--- src/inc/accel_trim_pkg.sv ---
// Package with register map, field layout and scaling constants of the accelerometer trim bank.
package accel_trim_pkg;
  localparam int unsigned ADDR_W         = 7;
  localparam int unsigned DATA_W         = 8;
  localparam int unsigned TRIM_W         = 15;
  localparam int unsigned SAMPLE_W       = 16;
  localparam int unsigned AXES           = 3;
  localparam logic [6:0]  ACCEL_X_TRIM_HIGH = 7'h77;
  localparam logic [6:0]  ACCEL_X_TRIM_LOW  = 7'h78;
  localparam logic [6:0]  ACCEL_Y_TRIM_HIGH = 7'h7a;
  localparam logic [6:0]  ACCEL_Y_TRIM_LOW  = 7'h7b;
  localparam logic [6:0]  ACCEL_Z_TRIM_HIGH = 7'h7d;
  localparam logic [6:0]  ACCEL_Z_TRIM_LOW  = 7'h7e;
  localparam int unsigned HIGH_FIELD_LSB = 7;
  localparam int unsigned LOW_FIELD_LSB  = 1;
  localparam int unsigned LOW_FIELD_W    = 7;
  localparam logic [7:0]  TRIM_BYTE_RST  = 8'h00;
  localparam logic [7:0]  UNMAPPED_DATA  = 8'h00;
  // Scaling: one trim step is 0.98 mg, span +/-16 g, independent of full scale.
  localparam real         TRIM_STEP_MG   = 0.98;
  localparam int unsigned TRIM_SPAN_G    = 16;
  localparam int unsigned FS_SHIFT_W     = 2;
  // One trim step equals 2^(TRIM_SHIFT_FS0 - code) sample steps for full-scale code 0..3 (2 g .. 16 g).
  localparam int unsigned TRIM_SHIFT_FS0 = 4;
endpackage

--- src/trim_adder.sv ---
// Saturating adder that applies one axis's signed trim to one accelerometer sample.
`timescale 1ns/10ps
module trim_adder
  import accel_trim_pkg::*;
(
  input  wire logic [1:0]          fs_sel_i,
  input  wire logic [TRIM_W-1:0]   trim_i,
  input  wire logic [SAMPLE_W-1:0] sample_i,
  output logic      [SAMPLE_W-1:0] sum_o
);
  logic signed [SAMPLE_W+4:0] trim_ext;
  logic signed [SAMPLE_W+4:0] acc;
  logic        [2:0]          shamt;

  // The trim step is fixed in g while the sample step grows with the range, so the trim is
  // shifted by fewer places as the range widens. The sum saturates rather than wraps.
  always_comb begin
    shamt    = 3'(TRIM_SHIFT_FS0) - {1'b0, fs_sel_i};
    trim_ext = (SAMPLE_W+5)'(signed'(trim_i)) <<< shamt;
    acc      = (SAMPLE_W+5)'(signed'(sample_i)) + trim_ext;
    if (acc > (SAMPLE_W+5)'(32767)) begin
      sum_o = 16'h7fff;
    end else if (acc < -(SAMPLE_W+5)'(32768)) begin
      sum_o = 16'h8000;
    end else begin
      sum_o = acc[SAMPLE_W-1:0];
    end
  end
endmodule

--- src/accel_offset_trim_registers.sv ---
// Accelerometer offset trim register bank with per-axis trim application to samples.
//
// Overview of operation
// RULE1: High trim register holds trim bits 14..7 in all eight bits.
// RULE2: Low trim register holds trim bits 6..0 in bits 7..1; bit 0 reserved.
// RULE3: Each trim is 15 bits wide, one step equals 0.98 mg.
// RULE4: Trim spans +/-16 g with equal scaling in every full-scale range.
// RULE5: X low trim register is read/write at address 0x78.
// RULE6: Y high and low trim registers are read/write at 0x7A and 0x7B.
// RULE7: Z high and low trim registers are read/write at 0x7D and 0x7E.
// RULE8: X high trim register is read/write at address 0x77.
// RULE9: Trim is two's complement and added to samples before the data registers.
`timescale 1ns/10ps
module accel_offset_trim_registers
  import accel_trim_pkg::*;
(
  input  wire logic                  clk_i,
  input  wire logic                  rst_i,
  input  wire logic                  reg_wr_i,
  input  wire logic                  reg_rd_i,
  input  wire logic [ADDR_W-1:0]     reg_addr_i,
  input  wire logic [DATA_W-1:0]     reg_wdata_i,
  input  wire logic [1:0]            accel_fs_sel_i,
  input  wire logic                  sample_valid_i,
  input  wire logic [3*SAMPLE_W-1:0] sample_raw_i,
  output logic      [DATA_W-1:0]     reg_rdata_o,
  output logic                       reg_hit_o,
  output logic                       data_valid_o,
  output logic      [3*SAMPLE_W-1:0] data_trimmed_o,
  output logic      [TRIM_W-1:0]     x_axis_trim_value_o,
  output logic      [TRIM_W-1:0]     y_axis_trim_value_o,
  output logic      [TRIM_W-1:0]     z_axis_trim_value_o
);
  // Per-axis trim state.
  logic [TRIM_W-1:0]     trim_ff     [AXES];
  logic [TRIM_W-1:0]     nxt_trim    [AXES];
  // Register port state.
  logic [DATA_W-1:0]     rdata_ff;
  logic [DATA_W-1:0]     nxt_rdata;
  logic                  hit_ff;
  logic                  nxt_hit;
  // Sample path state.
  logic                  valid_ff;
  logic                  nxt_valid;
  logic [3*SAMPLE_W-1:0] data_ff;
  logic [3*SAMPLE_W-1:0] nxt_data;
  logic [3*SAMPLE_W-1:0] sum_all;
  // Address decode.
  logic [AXES-1:0]       sel_high;
  logic [AXES-1:0]       sel_low;
  logic [AXES-1:0]       wr_high;
  logic [AXES-1:0]       wr_low;
  logic                  addr_mapped;
  logic [DATA_W-1:0]     high_byte   [AXES];
  logic [DATA_W-1:0]     low_byte    [AXES];

  // The decode is one case so that no two registers can ever answer the same address.
  always_comb begin
    sel_high    = '0;
    sel_low     = '0;
    addr_mapped = 1'b0;
    case (reg_addr_i)
      ACCEL_X_TRIM_HIGH: begin
        sel_high[0] = 1'b1; // RULE8
        addr_mapped = 1'b1;
      end
      ACCEL_X_TRIM_LOW: begin
        sel_low[0]  = 1'b1; // RULE5
        addr_mapped = 1'b1;
      end
      ACCEL_Y_TRIM_HIGH: begin
        sel_high[1] = 1'b1; // RULE6
        addr_mapped = 1'b1;
      end
      ACCEL_Y_TRIM_LOW: begin
        sel_low[1]  = 1'b1; // RULE6
        addr_mapped = 1'b1;
      end
      ACCEL_Z_TRIM_HIGH: begin
        sel_high[2] = 1'b1; // RULE7
        addr_mapped = 1'b1;
      end
      ACCEL_Z_TRIM_LOW: begin
        sel_low[2]  = 1'b1; // RULE7
        addr_mapped = 1'b1;
      end
      default: begin
        sel_high    = '0;
        sel_low     = '0;
        addr_mapped = 1'b0;
      end
    endcase
  end

  // Writes to unmapped addresses fall through the decode and change nothing.
  assign wr_high = sel_high & {AXES{reg_wr_i}};
  assign wr_low  = sel_low & {AXES{reg_wr_i}};

  genvar g;
  generate
    for (g = 0; g < AXES; g++) begin : g_axis
      // The two bytes are written independently with no shadow copy, so a host that updates
      // a trim in two writes applies a mixed value for the samples taken in between.
      always_comb begin
        nxt_trim[g] = trim_ff[g];
        if (wr_high[g]) begin
          nxt_trim[g][TRIM_W-1:HIGH_FIELD_LSB] = reg_wdata_i; // RULE1
        end
        if (wr_low[g]) begin
          // The reserved bit 0 of the written byte is dropped.
          nxt_trim[g][LOW_FIELD_W-1:0] = reg_wdata_i[DATA_W-1:LOW_FIELD_LSB]; // RULE2
        end
      end

      always_ff @(posedge clk_i or posedge rst_i) begin
        if (rst_i) begin
          trim_ff[g] <= {TRIM_BYTE_RST[TRIM_W-DATA_W-1:0], TRIM_BYTE_RST}; // RULE3
        end else begin
          trim_ff[g] <= nxt_trim[g];
        end
      end

      // Byte views for the read path; the reserved bit always reads as zero.
      assign high_byte[g] = trim_ff[g][TRIM_W-1:HIGH_FIELD_LSB]; // RULE1
      assign low_byte[g]  = {trim_ff[g][LOW_FIELD_W-1:0], 1'b0}; // RULE2

      trim_adder u_trim_adder (
        .fs_sel_i (accel_fs_sel_i),                            // RULE4
        .trim_i   (trim_ff[g]),                                // RULE9
        .sample_i (sample_raw_i[g*SAMPLE_W +: SAMPLE_W]),
        .sum_o    (sum_all[g*SAMPLE_W +: SAMPLE_W])
      );
    end
  endgenerate

  // Read data is registered, so it appears one cycle after the read strobe and then holds.
  always_comb begin
    nxt_rdata = rdata_ff;
    nxt_hit   = 1'b0;
    if (reg_rd_i) begin
      nxt_hit = addr_mapped;
      case (reg_addr_i)
        ACCEL_X_TRIM_HIGH: begin
          nxt_rdata = high_byte[0]; // RULE8
        end
        ACCEL_X_TRIM_LOW: begin
          nxt_rdata = low_byte[0]; // RULE5
        end
        ACCEL_Y_TRIM_HIGH: begin
          nxt_rdata = high_byte[1]; // RULE6
        end
        ACCEL_Y_TRIM_LOW: begin
          nxt_rdata = low_byte[1]; // RULE6
        end
        ACCEL_Z_TRIM_HIGH: begin
          nxt_rdata = high_byte[2]; // RULE7
        end
        ACCEL_Z_TRIM_LOW: begin
          nxt_rdata = low_byte[2]; // RULE7
        end
        default: begin
          nxt_rdata = UNMAPPED_DATA;
        end
      endcase
    end
  end

  always_ff @(posedge clk_i or posedge rst_i) begin
    if (rst_i) begin
      rdata_ff <= TRIM_BYTE_RST;
      hit_ff   <= 1'b0;
    end else begin
      rdata_ff <= nxt_rdata;
      hit_ff   <= nxt_hit;
    end
  end

  // A sample is taken only with its strobe, so the trimmed output holds between samples.
  always_comb begin
    nxt_valid = sample_valid_i;
    nxt_data  = data_ff;
    if (sample_valid_i) begin
      nxt_data = sum_all; // RULE9
    end
  end

  always_ff @(posedge clk_i or posedge rst_i) begin
    if (rst_i) begin
      valid_ff <= 1'b0;
    end else begin
      valid_ff <= nxt_valid;
    end
  end

  always_ff @(posedge clk_i or posedge rst_i) begin
    if (rst_i) begin
      data_ff <= '0;
    end else begin
      data_ff <= nxt_data;
    end
  end

  assign reg_rdata_o         = rdata_ff;
  assign reg_hit_o           = hit_ff;
  assign data_valid_o        = valid_ff;
  assign data_trimmed_o      = data_ff;
  assign x_axis_trim_value_o = trim_ff[0];
  assign y_axis_trim_value_o = trim_ff[1];
  assign z_axis_trim_value_o = trim_ff[2];
endmodule

--- config.mk ---
export PLATFORM = sky130hd
export DESIGN_NAME = accel_offset_trim_registers
export DESIGN_NICKNAME = d
export VERILOG_FILES = /design/src/inc/accel_trim_pkg.sv /design/src/trim_adder.sv /design/src/accel_offset_trim_registers.sv
export SDC_FILE = /design/constraint.sdc
export NUM_CORES = 1
export LEC_CHECK = 0
export CAP_MARGIN = 40
export CELL_PAD_IN_SITES_DETAIL_PLACEMENT = 1
export CELL_PAD_IN_SITES_GLOBAL_PLACEMENT = 2
export CORE_MARGIN = 5
export CORE_UTILIZATION = 39
export DETAILED_ROUTE_END_ITERATION = 10
export DONT_BUFFER_PORTS = 1
export MAX_ROUTING_LAYER = met4
export PLACE_DENSITY = 0.85
export SYNTH_ARGS = -nofsm -noshare
export SYNTH_HDL_FRONTEND = slang
export SYNTH_SLANG_ARGS = --single-unit
--- constraint.sdc ---
create_clock -name clk_i -period 3.93 [get_ports clk_i]
set_clock_uncertainty 0.15 [all_clocks]
set_input_delay 0.786 -clock clk_i [delete_from_list [all_inputs] [get_ports clk_i]]
set_output_delay 0.786 -clock clk_i [all_outputs]
set_load 0.005 [all_outputs]
==> results of run 1 <==
==> logic make-up after synthesis <==
group                    synth area share (%)
buffers and inverters                    5.03
XOR/XNOR                                 3.88
multiplexers                             11.0
flip-flops                               25.9
AO/OA/AOI/OAI                            28.3
AND/OR/NAND/NOR                          17.6
adder cells (fa/ha/maj)                  8.29
==> state kept, by name, indices dropped and copies added (netlist names) <==
signal	count
x_axis_trim_value_o	15
reg_rdata_o	8
data_trimmed_o	48
reg_hit_o	1
data_valid_o	1
z_axis_trim_value_o	15
y_axis_trim_value_o	15
==> path summary, 6_finish.rpt <==
check	startpoint	endpoint	depth (start not counted)
worst max-delay path	accel_fs_sel_i[1]	data_trimmed_o[32]$_DFFE_PP0P_	16
worst min-delay path	rst_i	data_trimmed_o[30]$_DFFE_PP0P_	1
worst max register to register	z_axis_trim_value_o[6]$_DFFE_PP0P_	data_trimmed_o[32]$_DFFE_PP0P_	15
worst min register to register	data_trimmed_o[31]$_DFFE_PP0P_	data_trimmed_o[31]$_DFFE_PP0P_	1
max in group asynchronous	rst_i	data_trimmed_o[9]$_DFFE_PP0P_	2
min in group clk_i	sample_valid_i	data_valid_o$_DFF_PP0_	0
==> through the flow <==
stage          setup TNS, ps  total power, mW  utilization, %
6_report               -5180             4.54            52.5
3_3_place_gp          -25060             3.28            48.9
3_5_place_dp          -26850             3.35            48.9
4_1_cts                -2070             4.44            51.3
2_1_floorplan         -27200             2.56               -
5_1_grt               -12270             4.79            52.5
==> layer usage <==
| metal | GRT usage (%) | share of wire (%) | routed length (µm) |
|---|---|---|---|
| met1 | 34.7 | 44 | 17600 |
| met4 | 6.48 | 2.2 | 877 |
| met2 | 45.1 | 48 | 19200 |
| met5 | - | 0 | 0 |
| met3 | 6.38 | 6.2 | 2520 |
==> final cells by class <==
type	instances	area (µm²)
Clock buffer	9	225
Timing Repair Buffer	282	2320
Fill cell	2967	11900
Antenna cell	2	5.00
Inverter	32	141
Clock inverter	7	91.3
Tap cell	330	413
Multi-Input combinational cell	967	7410
Sequential cell	103	2580
==> worst max-delay path, stage by stage <==
cell and delay, ps:
clkinvlp_4 100, ha_4 360, buf_6 160, nor2_1 70, a21oi_2 160, o21ai_1 100, ha_1 350, a2111oi_4 350
o21ai_2 130, nand4_2 130, a2111oi_4 90, or4_4 540, a211oi_2 220, a311oi_2 150, buf_12 180, a311o_2 300
==> Yosys cell counts (18+ instances only) <==
cell | n | area, µm²
nand2_1 | 113 | 424
ha_1 | 61 | 763
o211ai_1 | 40 | 300
mux2i_1 | 30 | 300
nand4_1 | 25 | 156
nor3_1 | 18 | 90.1
nor2_1 | 70 | 263
a21oi_1 | 59 | 295
nand3_1 | 39 | 195
o21ai_0 | 102 | 510
dfrtp_1 | 103 | 2580
mux2_2 | 66 | 743
nor2b_1 | 31 | 194
clkbuf_1 | 62 | 233
inv_1 | 31 | 116
a31oi_1 | 24 | 150
xnor2_1 | 28 | 245
==> power by group through the flow <==
stage          Clock [mW]  Combinational, mW  Sequential [mW]
2_1_floorplan           0               1.24             1.32
6_report            0.994               2.19             1.35
3_3_place_gp            0               1.91             1.37
4_1_cts              1.00               2.09             1.35
3_5_place_dp            0               1.98             1.37
5_1_grt              1.04               2.38             1.37
==> repair_timing <==
action / in CTS / in global routing
pin swaps: 13 / 39
gates resized for setup: 64 / 60
setup buffers: 7 / 13
endpoints found under the setup margin: 45 / 48
cloned: 1 / 1
==> summary by stage, run 1 <==
Clocking
Clock tree synthesis selected as its root buffer the cell clkbuf_16. The later pin in the worst-skew pair is clocked with a latency of 370 ps. Clock-pin slew was measured on the worst setup and hold paths at ~100 ps. The clock tree from TritonCTS is built.

The tree built by TritonCTS fans out to about 100 sinks. The number of buffers inserted for hold repair after clock tree synthesis is 0. In this run the deepest clock path goes through 2 buffers. The number of H-tree branching levels is 3. The CTS buffer count is 9.

Timing
The relative max-transition margin is 46.8%. The tightest hold path in the finished design has a slack of around 280 ps. Across all setup checks in the final design, the least slack found is -158 ps. The actual slew at the worst max-slew pin is around 800 ps. Dividing the final minimum period by the clock period gives 104%. The number of max-slew violations in the final report was 0. Setup violations remaining at the end of the flow were counted as between 40 and 50. The post-layout minimum cycle time is between 4000 and 5000 ps. Setup repair after global routing could not meet its margin everywhere.

The number of hold-slack violations in the final timing report is 0. Static timing analysis puts the maximum clock frequency at between 200 and 250 MHz.

Logic synthesis
During synthesis, Yosys emitted a total of 0 warnings. Among all flip-flop cells after synthesis, the most frequent one is dfrtp_1. The register bit count reported by yosys is 103. The synthesized netlist net count is 1315. After technology mapping, the gate count stands at between 1000 and 1500. Yosys mapped a number of flops with a built-in enable equal to 0. Dividing the synthesized area by the synthesized cell count gives roughly 8.4 µm². Summing the sequential cell areas from Yosys gives 25.9% of the chip area. The fraction of synthesis flops using an asynchronous set or reset pin is 100%. The number of different library cells in the post-synthesis netlist is 85. The mapped cell area is 0.00993 mm².

GRT
The via count of the first global-routing pass is approximately 11000. The initial antenna violation count is 1. The first-pass GRT wire length is 62200 µm. The maximum number of pins on one net before global-route repair is 61.

After global routing the overflow that remains totals 0. The total global routing track utilization is 27.5%.

Routing
The number of violations reported at the end of detailed-routing iteration 0 is about 630. Summed over all layers, the routed wires come to approximately 40000 µm. After detailed routing, the number of remaining DRC violations is 0. The ratio of routed vias to standard cells is 6.08. The first-pass iteration count of the detailed router is 5. The antenna violation net count after detailed routing is 0.

The total via count after detailed routing is approximately 11000. The routed wire length per instance is 23.3 µm.

Floorplan
The total area inside the core boundary comes to 0.0251 mm². Measured along the x axis, the die boundary spans 170 µm. The number of core rows is just under 60. The initial cell density of the core is between 30% and 40%. The die covers 0.0288 mm². The vertical die dimension is around 170 µm. The number of top-level design ports is 173.

Power
The switching share of total power is 40.5%. The total power density per cell area is 344 mW/mm². The combinational cell fraction of total power is between 40% and 50%. Cell internal power was estimated by the tool at 2.70 mW. The sequential share of power is approximately 30%. The maximum vdd ir drop is slightly above 0.3 mV. In this run the power spent charging and discharging nets is 1.84 mW. The power share of the clock group is 21.9%. The analysis attributes to cell leakage a power of 5.90 nW.

Place
The wire-length estimate of the detail-placed layout is 30200 µm. After detailed placement, the design holds a cell count of 1692. Before CTS, the worst setup slack after placement is -740 ps. The global placer's final weighted congestion is just over 0.9. Input and output buffers added on the ports amount to 0. The post-detailed-placement cell area is 0.0123 mm².

Min path
The min-delay analysis places its worst path in the category in2async.

Finish
At the end of the flow, the number of nets in the layout was 1529. Leaving out fill and tap cells, the most frequent cell in the layout is buf_4. The area growth from synthesis to layout is 32.7%. The count of placed standard cells in the final layout, fillers left out is 1732.

The layout cell share with drive strength beyond 1 is 35.8%. The final instance area is around 0.013 mm². Leaving out fill and tap cells, the most frequent cells in the layout are 264 x buf_4, 110 x nand2_1, 103 x dfrtp_1.

Setup path
Data on the critical path arrives at its endpoint at ~4200 ps. STA classifies the critical path startpoint as a primary input. The critical path start-end classification is in2reg. In this run the worst path has a maximum fanout of 15. The kind of end point of the critical path is a register. STA puts the critical path data required time at 4020 ps. Setup slack on the worst reg-to-reg path comes out at around 80 ps.

Status
The checks that failed: negative setup slack. The run finished, with violations left.

Job
The number of max-cap violations is 0.
(Power assumes the default switching activity.)
==> inputs of run 2 (changes only) <==
--- a/config.mk
+++ b/config.mk
@@ -5,15 +5,16 @@
 export SDC_FILE = /design/constraint.sdc
 export NUM_CORES = 1
 export LEC_CHECK = 0
+export ABC_AREA = 1
 export CAP_MARGIN = 40
 export CELL_PAD_IN_SITES_DETAIL_PLACEMENT = 1
 export CELL_PAD_IN_SITES_GLOBAL_PLACEMENT = 2
 export CORE_MARGIN = 5
-export CORE_UTILIZATION = 39
+export CORE_UTILIZATION = 31
 export DETAILED_ROUTE_END_ITERATION = 10
 export DONT_BUFFER_PORTS = 1
 export MAX_ROUTING_LAYER = met4
-export PLACE_DENSITY = 0.85
+export PLACE_DENSITY = 0.81
 export SYNTH_ARGS = -nofsm -noshare
 export SYNTH_HDL_FRONTEND = slang
 export SYNTH_SLANG_ARGS = --single-unit
==> constraint.sdc (replaced) <==
create_clock -name clk_i -period 3.68 [get_ports clk_i]
set_clock_uncertainty 0.15 [all_clocks]
set_input_delay 0.736 -clock clk_i [delete_from_list [all_inputs] [get_ports clk_i]]
set_output_delay 0.736 -clock clk_i [all_outputs]
set_load 0.005 [all_outputs]
==> summary by stage, run 2 <==
Routing
The first-pass iteration count of the detailed router is 5 (unchanged). The final routed wirelength across all metal layers is 40400 µm (+0.25%). The ratio of routed vias to standard cells is 4.88 (-20%). The total via count after detailed routing was 11200 (+6.3%). The number of remaining DRC errors is 0 (unchanged). The number of violations reported at the end of detailed-routing iteration 0 was 438 (-31%). The antenna violation net count after detailed routing is 0 (unchanged).

The routed wire length per instance is 17.6 µm (-24%).

Timing
The actual slew at the worst max-slew pin came to 925 ps (+128 ps). The worst hold slack across all endpoints is 106 ps (-172 ps). After layout, the worst path uses around 96% of the clock period. Setup repair after global routing could not meet its margin everywhere. The post-layout minimum cycle time is 3520 ps. The number of max-slew violations in the final report came to 0 (unchanged). The number of hold-slack violations in the final timing report is 0 (unchanged). The final critical-path setup slack is 160 ps (+317 ps). For this run, the top clock speed supported by timing is 284 MHz.

The post-route setup TNS was 0 ps (+5180 ps). The relative max-transition margin is 38.1% (-8.7 points). The total of endpoints with negative setup slack in the final report was 0 (-100%).

Place
The pre-CTS worst setup slack is -336 ps (+403 ps). The post-detailed-placement cell area was 0.0120 mm² (-2.2%). The total instance count after detailed placement came to 2253 (+33%). The global placer's final weighted congestion was 0.894 (-3.0%). The count of buffers inserted at the top-level ports is 0 (unchanged). The half-perimeter wire length after placement is 32600 µm (+7.6%).

Floorplan
The die footprint is 0.0368 mm² (+28%). The vertical die dimension is 192 µm (+13%). The x dimension of the die was 192 µm (+13%). The initial cell density of the core was 31.4% (-8.1 points).

The number of core rows was 66 (+14%). The core area is 0.0326 mm² (+30%). The number of top-level design ports is 173 (unchanged).

Setup path
The kind of end point of the critical path is a register. In this run the critical register-to-register path is captured at data_trimmed_o[4]$_DFFE_PP0P_. The data arrival time of the critical path is 3640 ps (-540 ps). The critical path launch point type is a primary input. The worst register-to-register path begins at x_axis_trim_value_o[1]$_DFFE_PP0P_. The largest stage delay on the critical path is 360 ps (-180 ps).

The required time at the worst-slack endpoint is 3800 ps (-220 ps). The largest driver fanout on the critical path is 68 (+53). The destination of the critical timing path is data_trimmed_o[45]$_DFFE_PP0P_. Among all stages on the critical path, the largest delay is contributed by nor3_2.

The critical path start-end classification is in2reg. The internal reg-to-reg setup slack came to 270 ps (+190 ps). The cell count of the worst reg-to-reg path was 23 (+8). The worst setup path startpoint is accel_fs_sel_i[0]. The signal on the critical path passes through inv_6 > buf_4 > buf_4 > nand2_1 > nor3_2 > ha_2 > inv_2 > fa_2 > inv_2 > nand3_2 > nand3_2 > nand2_1 > nand2_2 > nand2_1 > nand2_1 > nand2_1 > nand2_2 > xnor2_4 > buf_4 > nand2_8 > nand2_1 > nand2_1 > nand2_1 > nand2_1.

The most numerous cell on the critical path is nand2_1.

Clocking
The tree is rooted in a clkbuf_16. The CTS buffer count is 9 (unchanged). The number of H-tree branching levels is 3 (unchanged). The clock latency on the worst-skew pair is 380 ps (about the same). The maximum root-to-sink buffer count came to 2 (unchanged).

TritonCTS built the clock tree. The number of sinks handled by clock tree synthesis came to 103 (unchanged). The clock-pin slew on the worst setup and hold paths came to 100 ps (about the same). The number of buffers inserted for hold repair after clock tree synthesis is 0 (unchanged).

Finish
The count of placed standard cells in the final layout, fillers left out is 2291 (+32%). The layout cell share with drive strength beyond 1 is 19.9% (-16 points). The commonest non-fill, non-tap cell in the layout is nand2_1. The library cells used most frequently in the layout, excluding fill and tap cells, are 716 x nand2_1, 210 x inv_1, 184 x buf_4. The number of inserted filler cells in the final layout is 4347 (+47%).

The layout overhead on the synthesized area is 25.5%. The fraction of the core area covered by cells at the end of the flow came to 39.4% (-13 points). The number of flip-flops in the largest register is 48 (unchanged). The area of the multi-input gates is 0.00695 mm² (-6.2%). The post-layout net count was 1977 (+29%). The area occupied by registers is 0.00258 mm² (unchanged). The final instance area came to 0.0129 mm² (-2.4%).

Power
The sum of internal, switching and leakage power is 4.85 mW (+6.7%). The total power density per cell area is 377 mW/mm² (+9.4%). The maximum vdd ir drop is 0.321 mV (+4.2%). The cell leakage power is 6.89 nW (+17%).

GRT
The initial antenna violation count is 0 (-1). The first-pass GRT wire length is 62100 µm (about the same). The via count of the first global-routing pass is 11500 (+4.0%). The total global routing track utilization is 21.8% (-5.8 points). The total congestion overflow was 0 (unchanged). The maximum number of pins on one net before global-route repair is 69 (+13%).

Logic synthesis
The synthesized netlist net count is 1820 (+38%). The adder and majority cell fraction of the synthesized area is 8.03% (-0.26 points). Yosys attributes the largest share of cell area to nand2_1 27%, dfrtp_1 25%, inv_1 7.9%. The cell count after synthesis is 1686 (+43%). The register bit count reported by yosys was 103 (unchanged).

The count of flip-flops with a built-in enable after synthesis is 0 (unchanged). After synthesis, the largest family of logic cells by area is simple AND/OR/NAND/NOR gates. In the synthesized netlist the dominant register cell turns out to be dfrtp_1.

The cell type with the largest total area after synthesis is nand2_1. The post-synthesis simple-gate area fraction is 37.1% (+20 points). The mean cell area of the mapped netlist is 6.08 µm² (-28%). The share of synthesized area occupied by flip-flops and latches is 25.1% (-0.80 points). The commonest cells after synthesis are 729 x nand2_1, 215 x inv_1, 148 x o21ai_0, 103 x dfrtp_1. The number of different library cells in the post-synthesis netlist is 43 (-49%). The share of the synthesized area in compound gates (AO/OA/AOI/OAI) is 12.9% (-15 points). The fraction of synthesis flops using an asynchronous set or reset pin was 100% (unchanged). The area share of the largest cell type after synthesis is 26.7% (+0.75 points). The most numerous cell in the Yosys netlist is nand2_1. The post-synthesis mux area share came to 1.86% (-9.1 points).

The mapped cell area was 0.0103 mm² (+3.2%). The total of warnings raised by yosys is 0 (unchanged). The area share of xor/xnor cells in the synthesized design is 3.77% (-0.11 points).

Job
The number of max-cap violations was 0 (unchanged).

Status
The flow ran to the end, and the final reports show no timing, DRC or antenna violations.

Min path
The tightest min-delay check is of the in2async type.
==> run 2: critical path: cells and delay by family <==
family                     cells  cell delay (ps)
xor gates and xnor gates       1              130
adders and majority gates      2              630
buffers and inverters          6              730
and+or+nand+nor               15             1380
==> run 2: how the worst min path moves through the flow <==
stage	endpoint	slack (ps)
finish	data_trimmed_o[1]$_DFFE_PP0P_	110
global route	data_trimmed_o[19]$_DFFE_PP0P_	130
CTS	data_trimmed_o[5]$_DFFE_PP0P_	110
detailed placement	data_trimmed_o[40]$_DFFE_PP0P_	350
global placement	data_trimmed_o[40]$_DFFE_PP0P_	350
floorplan	data_trimmed_o[0]$_DFFE_PP0P_	320
==> run 2: area by class of cell <==
cell class | instances | area share [%]
well taps | 442 | 4.30
diodes | 1 | 0.0195
inverters | 233 | 6.92
multi-input cells | 1302 | 54.0
clock buffers | 9 | 1.75
repair buffers | 194 | 12.3
clock inverters | 7 | 0.593
flip-flops and latches | 103 | 20.0
==> run 2: power by group <==
| group | total [mW] | switching [mW] | leakage [nW] | internal, mW |
|---|---|---|---|---|
| clock | 1.03 | 0.546 | 0.145 | 0.483 |
| sequential | 1.48 | 0.184 | 1.26 | 1.29 |
| combinational | 2.34 | 1.37 | 5.49 | 0.974 |
==> run 2: repair_timing <==
item	in CTS	in global routing
endpoints found under the setup margin	0	46
resized for setup	0	108
setup buffers	0	14
==> run 2: metal layers <==
layer  global-route usage, %  up-vias  share of wire [%]
li1                        -     5618                  -
met1                    29.0     5288                 47
met2                    33.9      226                 45
met3                    4.94       50                5.7
met4                    4.81        0                2.2
met5                       -        -                  0
==> run 2: cells by family (layout without fill, tap and decap cells) <==
kind of cell | count (synthesis) | count (layout)
fa+ha+maj | 64 | 64
simple gates | 926 | 930
mux | 19 | 19
compound gates | 247 | 247
flops | 103 | 103
buf+inv | 285 | 443
xor+xnor | 42 | 42
other cells | 0 | 1
